==> src/sgd_pkg.sv <==
// constants for the strain-gauge diagnostic record and interrupt block
// What this block does
// - interrupt only when enabled; offer record then
// - going interrupt automatically once causes clear
// - events inside interrupt window are discarded
// - fault indicator lit from incoming to going
// - six listed fault conditions can trigger interrupt; the code triggers on any of the nine causes
// - record index 01h full, 00h first four
// - dictionary index 2F01h full, 2F00h four
// - module byte bits 0,2,3,4,7; rest zero
// - class byte 15h: analog, channel info
// - internal byte bit3 overflow, bit4 comm error
// - channel kind code reads 71h analog input
// - diagnostic bits per channel reads 08h
// - channel count reads 01h
// - summary bit 0 on channel 0 error
// - channel byte bits 0,3,6,7 as listed
// - record ends in 4-byte time stamp
// - stamp captures microsecond counter at event
// - microsecond counter from zero, wraps at 2^32-1
package sgd_pkg;
   // clock and time
   localparam int CLK_PERIOD_NS = 40;
   localparam int TICK_US = 1;
   localparam int US_CYCLES = (TICK_US * 1000) / CLK_PERIOD_NS;
   // record layout, byte offsets
   localparam int OFS_STAMP = 16;
   localparam logic [5:0] RECORD_LEN = 6'h14;
   localparam logic [5:0] SHORT_LEN = 6'h04;
   // access indices
   localparam logic [7:0] SET_SHORT = 8'h00;
   localparam logic [7:0] SET_FULL = 8'h01;
   localparam logic [15:0] OD_SHORT = 16'h2f00;
   localparam logic [15:0] OD_FULL = 16'h2f01;
   // constant bytes and reset values
   localparam logic [7:0] CLASS_RESET = 8'h15;
   localparam logic [7:0] SPARE_RESET = 8'h00;
   localparam logic [7:0] CHTYPE_AI = 8'h71;
   localparam logic [7:0] BITS_PER_CH = 8'h08;
   localparam logic [7:0] NUM_CH = 8'h01;
   localparam logic [7:0] FLAGS_RESET = 8'h00;
   localparam logic [31:0] STAMP_RESET = 32'h0000_0000;
   // module diagnostic byte bit positions
   localparam int MOD_FAIL_BIT = 0;
   localparam int MOD_EXT_BIT = 2;
   localparam int MOD_CHAN_BIT = 3;
   localparam int MOD_AUX_BIT = 4;
   localparam int MOD_PARAM_BIT = 7;
   // internal diagnostic byte bit positions
   localparam int INT_OVF_BIT = 3;
   localparam int INT_COMM_BIT = 4;
   // channel error byte bit positions
   localparam int CH_PARAM_BIT = 0;
   localparam int CH_SHORT_BIT = 3;
   localparam int CH_UNDER_BIT = 6;
   localparam int CH_OVER_BIT = 7;
   // interrupt window states
   typedef enum logic [0:0] {
      ST_IDLE = 1'b0,
      ST_ACTIVE = 1'b1
   } sgd_state_type;
endpackage : sgd_pkg
==> src/sgd_diag.sv <==
// diagnostic record, interrupt window and microsecond stamp
`timescale 1ns/1ps
module sgd_diag (
   // clock and reset
   input wire logic clk,
   input wire logic reset_n,
   // parameterization
   input wire logic diag_irq_enable,
   // fault causes, levels
   input wire logic module_failure,
   input wire logic external_error,
   input wire logic aux_supply_missing,
   input wire logic diag_buffer_overflow,
   input wire logic internal_comm_error,
   input wire logic param_error,
   input wire logic excitation_short,
   input wire logic range_underflow,
   input wire logic range_overflow,
   // record read request
   input wire logic rd_req,
   input wire logic rd_use_od,
   input wire logic [7:0] record_set_index,
   input wire logic [15:0] object_dictionary_index,
   input wire logic [4:0] rd_byte,
   // record read answer
   output logic rd_valid,
   output logic [7:0] rd_data,
   output logic rd_error,
   // interrupt and indicator
   output logic irq_incoming,
   output logic irq_going,
   output logic fault_indicator
);
   import sgd_pkg::*;

   // state and held record
   sgd_state_type state_r, state_nxt;
   logic [7:0] mod_r, mod_nxt; // module byte without channel bit
   logic [7:0] int_r, int_nxt; // internal byte
   logic [7:0] ch_r, ch_nxt; // channel 0 error byte
   logic [31:0] stamp_r, stamp_nxt;
   logic [31:0] us_count_r; // free-running microseconds
   logic [4:0] div_r; // clock divider toward 1 us
   logic inc_r, go_r, led_r;
   logic rd_valid_r, rd_error_r;
   logic [7:0] rd_data_r;

   // live cause bytes
   wire [7:0] live_mod;
   wire [7:0] live_int;
   wire [7:0] live_ch;
   assign live_mod = {param_error, 2'b00, aux_supply_missing, 1'b0,
      external_error, 1'b0, module_failure};
   assign live_int = {3'b000, internal_comm_error, diag_buffer_overflow,
      3'b000};
   assign live_ch = {range_overflow, range_underflow, 2'b00,
      excitation_short, 2'b00, param_error};
   // any cause present; every one of these causes is a trigger
   wire live_any = (|live_mod) | (|live_int) | (|live_ch);
   wire rec_any = (|mod_r) | (|int_r) | (|ch_r);

   // inside the window a held flag may only fall with its cause
   wire [7:0] kept_mod = mod_r & live_mod;
   wire [7:0] kept_int = int_r & live_int;
   wire [7:0] kept_ch = ch_r & live_ch;
   wire kept_any = (|kept_mod) | (|kept_int) | (|kept_ch);
   wire tick = (div_r == 5'(US_CYCLES - 1));
   wire start_win = diag_irq_enable & live_any;

   // next record and window state
   always_comb begin
      state_nxt = state_r;
      mod_nxt = live_mod;
      int_nxt = live_int;
      ch_nxt = live_ch;
      stamp_nxt = stamp_r;
      case (state_r)
         ST_IDLE: begin
            // stamp when a fault appears, enabled or not
            if (live_any && !rec_any) begin
               stamp_nxt = us_count_r;
            end
            if (start_win) begin
               state_nxt = ST_ACTIVE;
            end
         end
         ST_ACTIVE: begin
            // new events are dropped until the going interrupt
            mod_nxt = kept_mod;
            int_nxt = kept_int;
            ch_nxt = kept_ch;
            if (!kept_any) begin
               state_nxt = ST_IDLE;
            end
         end
         default: begin
            state_nxt = ST_IDLE;
         end
      endcase
   end

   // window state and held record
   always_ff @(posedge clk or negedge reset_n) begin
      if (!reset_n) begin
         state_r <= ST_IDLE;
         mod_r <= FLAGS_RESET;
         int_r <= FLAGS_RESET;
         ch_r <= FLAGS_RESET;
         stamp_r <= STAMP_RESET;
      end else begin
         state_r <= state_nxt;
         mod_r <= mod_nxt;
         int_r <= int_nxt;
         ch_r <= ch_nxt;
         stamp_r <= stamp_nxt;
      end
   end

   // interrupt pulses and indicator, all registered
   always_ff @(posedge clk or negedge reset_n) begin
      if (!reset_n) begin
         inc_r <= 1'b0;
         go_r <= 1'b0;
         led_r <= 1'b0;
      end else begin
         inc_r <= (state_r == ST_IDLE) && start_win;
         go_r <= (state_r == ST_ACTIVE) && !kept_any;
         led_r <= (state_nxt == ST_ACTIVE);
      end
   end

   // microsecond ticker from a divide-by-25 enable
   always_ff @(posedge clk or negedge reset_n) begin
      if (!reset_n) begin
         div_r <= 5'h00;
         us_count_r <= 32'h0000_0000;
      end else if (tick) begin
         div_r <= 5'h00;
         us_count_r <= us_count_r + 32'h0000_0001;
      end else begin
         div_r <= div_r + 5'h01;
      end
   end

   // record bytes, byte 0 in the low bits; stamp least byte first
   wire [7:0] summary = {7'h00, |ch_r};
   wire [7:0] mod_byte = mod_r | {4'h0, |summary, 3'b000};
   wire [255:0] rec_flat = {96'h0, stamp_r, 56'h0, ch_r, summary,
      NUM_CH, BITS_PER_CH, CHTYPE_AI, int_r, SPARE_RESET,
      CLASS_RESET, mod_byte};

   // index decode for both access paths
   wire want_full = rd_use_od ? (object_dictionary_index == OD_FULL)
      : (record_set_index == SET_FULL);
   wire want_short = rd_use_od ? (object_dictionary_index == OD_SHORT)
      : (record_set_index == SET_SHORT);
   wire [5:0] rd_len = want_full ? RECORD_LEN : SHORT_LEN;
   wire rd_ok = (want_full | want_short) && ({1'b0, rd_byte} < rd_len);
   wire [7:0] rd_sel = rec_flat[{rd_byte, 3'b000} +: 8];

   // read answer one cycle after the request
   always_ff @(posedge clk or negedge reset_n) begin
      if (!reset_n) begin
         rd_valid_r <= 1'b0;
         rd_data_r <= 8'h00;
         rd_error_r <= 1'b0;
      end else begin
         rd_valid_r <= rd_req;
         rd_data_r <= (rd_req && rd_ok) ? rd_sel : 8'h00;
         rd_error_r <= rd_req && !rd_ok;
      end
   end

   assign rd_valid = rd_valid_r;
   assign rd_data = rd_data_r;
   assign rd_error = rd_error_r;
   assign irq_incoming = inc_r;
   assign irq_going = go_r;
   assign fault_indicator = led_r;
endmodule : sgd_diag

==> config.mk <==
export PLATFORM = sky130hd
export DESIGN_NAME = sgd_diag
export DESIGN_NICKNAME = d
export VERILOG_FILES = /design/src/sgd_pkg.sv /design/src/sgd_diag.sv
export SDC_FILE = /design/constraint.sdc
export NUM_CORES = 1
export LEC_CHECK = 0
export ABC_AREA = 1
export BUFFER_PORTS_ARGS = -buffer_cell sky130_fd_sc_hd__buf_2
export CORE_ASPECT_RATIO = 0.9
export CORE_MARGIN = 5
export CORE_UTILIZATION = 30
export DETAILED_ROUTE_END_ITERATION = 12
export MAX_ROUTING_LAYER = met4
export PLACE_DENSITY = 0.51
export SETUP_SLACK_MARGIN = 0.2
export SLEW_MARGIN = 20
export SYNTH_ARGS = -nofsm -noshare
export SYNTH_HDL_FRONTEND = slang
export SYNTH_SLANG_ARGS = --single-unit
==> constraint.sdc <==
create_clock -name clk -period 2.3 [get_ports clk]
set_clock_uncertainty 0.15 [all_clocks]
set_input_delay 0.23 -clock clk [delete_from_list [all_inputs] [get_ports clk]]
set_output_delay 0.23 -clock clk [all_outputs]
set_load 0.01 [all_outputs]
Word-level counts from Yosys, hierarchy flattened
Index checks and enable logic that the tools add are counted.

Add/sub/neg operators: 2. Order comparisons: 1. Equality and inequality tests: 4. Shift operators: 1. Multiplexer cells: 11. Bitwise operators: 13. Reduce and logical (&&, ||, !) cells: 20.

Operators by type and width (count): $shiftx 256x9->8 (1); $reduce_or 8->1 (6); $add 32x1->32 const B (1); $eq 16x14->1 const B (2); $mux 8 (4); $and 8x8->8 (2); $mux 5 (2); $and 8x5->8 (1); $eq 8x1->1 const B (1); $logic_not 8->1 (1); $or 8x4->8 (1); $reduce_or 4->1 (2); $or 1x1->1 (7); $logic_and 1x1->1 (6); $add 5x1->5 const B (1); $eq 5x5->1 const B (1); $lt 5x5->1 (1); $mux 1 (4); $logic_not 1->1 (3); $pmux 1 s2 (1); $reduce_and 2->1 (1); $reduce_or 2->1 (1); $and 1x1->1 (1); $not 1->1 (1).

Register bits after elaboration: 106. Output and inout bits: 13.

Depth between registers and ports, before layout
Depth in word-level cells: 7. Mapped depth: 11. Gate-level depth less buffers: 11.

Worst setup path after synthesis
No wires, ideal clock.

Path kind: input port to flip-flop. Start: input object_dictionary_index[15]. End: register rd_data_r[0], in the netlist rd_data[0]. Library setup time: 76 ps. Data arrival time: 1426 ps. Slack: 647 ps. Stages: 9. Buffers on the path: 0. Cells stage by stage: nand3b_1 nor2_1 nand4_1 o21ai_0 inv_1 ha_1 a21oi_1 nand3_1 nor2_1.

Cells in the longest elaborated chain, start to end: 7. Elaborated cells on any way between the ends: 10.

RTL lines: start: declaration (line sgd_diag.sv:23) `input wire logic [15:0] object_dictionary_index,`; $eq 16x14->1 (line sgd_diag.sv:153) `wire want_full = rd_use_od ? (object_dictionary_index == OD_FULL)`; $mux 1 (line sgd_diag.sv:153); $mux 5 (line sgd_diag.sv:157) `wire [5:0] rd_len = want_full ? RECORD_LEN : SHORT_LEN;`; $lt 5x5->1 (line sgd_diag.sv:158) `wire rd_ok = (want_full | want_short) && ({1'b0, rd_byte} < rd_len);`; $logic_and 1x1->1 * (line sgd_diag.sv:158); $logic_and 1x1->1 * (line sgd_diag.sv:169) `rd_data_r <= (rd_req && rd_ok) ? rd_sel : 8'h00;`; $mux 8 * (line sgd_diag.sv:169); end signal: assignment (line sgd_diag.sv:169); end: declaration (line sgd_diag.sv:46) `logic [7:0] rd_data_r;`.

Every way passes the cells marked *; elsewhere a longest branch is shown, timed or not. A chain may end at the register's enable or synchronous reset.

Worst setup path after layout
Start: register div_r[0]. End: register us_count_r[11].

Cells in the longest elaborated chain, start to end: 1.

RTL lines: start: declaration (line sgd_diag.sv:43) `logic [4:0] div_r;`; start signal: assignment (line sgd_diag.sv:141) `div_r <= div_r + 5'h01;`; $eq 5x5->1 (line sgd_diag.sv:67) `wire tick = (div_r == 5'(US_CYCLES - 1));`; end signal: assignment (line sgd_diag.sv:139) `us_count_r <= us_count_r + 32'h0000_0001;`; end: declaration (line sgd_diag.sv:42) `logic [31:0] us_count_r;`.

No other way between the ends.

==> flow_metrics.env <==
export IMPL_outcome="finished, final reports clean"
export IMPL_leakage_nw=2.88
export IMPL_seqPwrFrac_pct=47.4
export IMPL_crit_path_max_incr_delay_ns=0.41
export IMPL_cp_end_kind="register"
export IMPL_max_freq_mhz=541
export IMPL_cts_tree="done"
export IMPL_track_usage_pct=14.4
export IMPL_detail_route_vias_per_cell=4.57
export IMPL_grt_pass1_vias=4292
export IMPL_synth_area_mm2=0.00494
export IMPL_cp_cell_sequence="inv_1, ha_1, nand2_1, nor2_4, nand3_4, nor2_2, nand2_1, xor2_1"
export IMPL_relSlewSlack_pct=64.2
export IMPL_ant_nets=0
export IMPL_p_sw_share_pct=25.4
export IMPL_hold_viol_final=0
export IMPL_drt_iter0_drc=214
export IMPL_p_comb_share_pct=11.4
export IMPL_cts_root_buf="clkbuf_16"
export IMPL_synth_cell_types=35
export IMPL_grt_start_max_net_pins=53
export IMPL_area_growth_pct=19.0
export IMPL_peakVddDrop_uv=386
export IMPL_hp_class="primary input to register"
export IMPL_timing_rr_start="div_r[0]"
export IMPL_required_ns=2.37
export IMPL_period_share_pct=80.4
export IMPL_hpwl_um=9950
export IMPL_drc=0
export IMPL_wl_per_cell_um=13.8
export IMPL_wirelength_um=12900
export IMPL_initial_core_util_pct=30.6
export IMPL_clockBufferDepth=2
export IMPL_tns_ns=0
export IMPL_worst_slew_pin_slew_ns=0.537
export IMPL_use_met2_pct=20.9
export IMPL_ys_seq_area_share_pct=46.6
export IMPL_dp_cells=911
export IMPL_grt_pass1_wl_um=22300
export IMPL_maxCapViolCount=0
export IMPL_cp_buffers_inverters=1
export IMPL_critPathLaunch="div_r[0]"
export IMPL_route_vias_total=4284
export IMPL_ys_seq_elements=92
export IMPL_fill_cells=1709
export IMPL_finalNetCount=773
export IMPL_first_pass_iters=5
export IMPL_cp_max_fo=9
export IMPL_drive_gt1_share_pct=14.4
export IMPL_die_w_um=145
export IMPL_clk_pin_slew_ns=0.07
export IMPL_syn_area_per_cell_um2=7.53
export IMPL_p_int_w=0.00285
export IMPL_rows=44
export IMPL_rsz0062_at_grt="no"
export IMPL_coreArea_mm2=0.0161
export IMPL_cpMostUsedCell="nand2_1"
export IMPL_top_usage_layer="met2"
export IMPL_antenna_found_initial=0
export IMPL_crit_arrival_ns=1.92
export IMPL_finalPower_w=0.00381
export IMPL_min_from="param_error"
export IMPL_crit_family="simple AND/OR/NAND/NOR gates"
export IMPL_gp_congestion=0.891
export IMPL_grt_overflow_total=0
export IMPL_io_buffers=55
export IMPL_num_antenna_cells=0
export IMPL_use_met3_pct=3.64
export IMPL_h_tree_depth=3
export IMPL_cpMaxStageDelayCell="dfrtp_1"
export IMPL_die_height_um=132
export IMPL_start_kind="register"
export IMPL_slew_violations=0
export IMPL_cts_num_sinks=92
export IMPL_setup_violations=0
export IMPL_clkPwrFrac_pct=41.2
export IMPL_cts_buffers=9
export IMPL_final_area_mm2=0.00588
export IMPL_post_cts_buffers=0
export IMPL_pwr_density_cell_mw_per_mm2=649
export IMPL_final_core_util_pct=36.4
export IMPL_num_io_pins=56
export IMPL_critical_path_class="register to register"
export IMPL_final_cells=938
export IMPL_place_area_mm2=0.00545
export IMPL_dieArea_mm2=0.0191
export IMPL_p_sw_w=0.000968
export IMPL_syn_instance_count=656
export IMPL_use_met1_pct=20.1
export IMPL_yosysWarningCount=0
export IMPL_syn_num_nets=703
export IMPL_period_minus_slack_ns=1.85
export IMPL_worstSkewPairLatency_ns=0.34
-- registers in the layout, summed over array words and instances, names as in the netlist, 2 cells and up --
name,count
rd_data,8
stamp_r,32
ch_r,4
mod_r,4
div_r,5
us_count_r,32
int_r,2
-- power groups by stage --
stage	logic, W	registers (W)	clock network [W]
global route	0.000504	0.00182	0.00169
global placement	0.000416	0.00184	0
detailed placement	0.000424	0.00184	0
finish	0.000436	0.00181	0.00157
floorplan	0.000250	0.00181	0
CTS	0.000441	0.00181	0.00162
-- Yosys cell counts, drive strengths merged --
master / number / area share (%)
nor2: 91 / 9.1
o211ai: 1 / 0.15
a21boi: 1 / 0.15
ha: 4 / 1.0
nand2: 262 / 20
o21ai: 37 / 3.7
nand3b: 2 / 0.30
and2: 1 / 0.13
a22oi: 2 / 0.30
clkbuf: 1 / 0.076
clkinv: 1 / 0.076
nor3: 4 / 0.63
dfrtp: 92 / 47
inv: 63 / 4.8
a21oi: 9 / 0.91
o2111ai: 1 / 0.18
xnor2: 1 / 0.18
nand3: 44 / 5.0
nand4: 7 / 1.0
nor3b: 1 / 0.15
xor2: 19 / 3.4
buf: 12 / 1.9
-- path summary, 6_finish.rpt --
check / end / slack, ns / cells after the start
setup / recovery: us_count_r[11] / 0.45 / 8
hold / removal: mod_r[7] / 0.07 / 3
setup reg to reg: us_count_r[11] / 0.45 / 8
hold reg to reg: stamp_r[15] / 0.32 / 2
max in group asynchronous: us_count_r[19] / 1.10 / 3
min in group asynchronous: int_r[3] / 0.27 / 2
-- cell type report --
type                       count  area (µm²)  share of cell area [%]
tap                          207         259                    4.41
sequential                    92        2300                    39.2
multi-input combinational    487        2300                    39.1
inverter                      64         243                    4.13
clock inverter                 5        75.1                    1.28
clock buffer                  11         243                    4.13
timing repair buffer          72         458                    7.79
-- placed cells by master, fill, tap and decap left out, drive strengths merged --
cell type	n
nand2	262
dfrtp	92
nor2	91
inv	63
buf	61
nand3	44
o21ai	37
xor2	19
dlygate4sd3	11
clkbuf	11
a21oi	9
nand4	7
ha	4
nor3	4
clkinv	4
nand3b	2
a22oi	2
bufinv	2
o211ai	1
o2111ai	1
a21boi	1
nor3b	1
and2	1
xnor2	1
-- metrics by stage --
| stage | setup slack [ns] | hold slack [ns] |
|---|---|---|
| after global placement | 0.427 | 0.0954 |
| final | 0.451 | 0.0662 |
| after CTS | 0.420 | 0.0330 |
| after floorplan | 0.647 | -0.216 |
| after detailed placement | 0.368 | 0.104 |
| after global routing | 0.328 | 0.0622 |
-- metal layers --
layer / up-vias / wire [µm]
li1: 2182 / -
met1: 1971 / 6360
met2: 115 / 5670
met3: 16 / 767
met4: 0 / 147
met5: - / 0
-- repair_timing --
item | in CTS | in global routing
hold endpoints to repair | 49 | 0
hold buffers | 11 | 0
endpoints found under the setup margin | 0 | 0
gates resized for setup | 0 | 0
-- worst register-to-register path, delay by kind of cell (launching register included) --
family | cells | cell delay (ns)
adders and majority gates | 1 | 0.14
and+or+nand+nor | 5 | 0.82
DFF | 1 | 0.41
xor gates and xnor gates | 1 | 0.14
buffers and inverters | 1 | 0.07
-- logic make-up after synthesis --
kind of cell / after synthesis / share of synthesized area, %
AOI/OAI and AO/OA: 51 / 5.45
xor gates and xnor gates: 20 / 3.55
adders and majority gates: 4 / 1.01
buffers and inverters: 77 / 6.89
DFF: 92 / 46.6
and+or+nand+nor: 412 / 36.5
(Power assumes the default switching activity.)
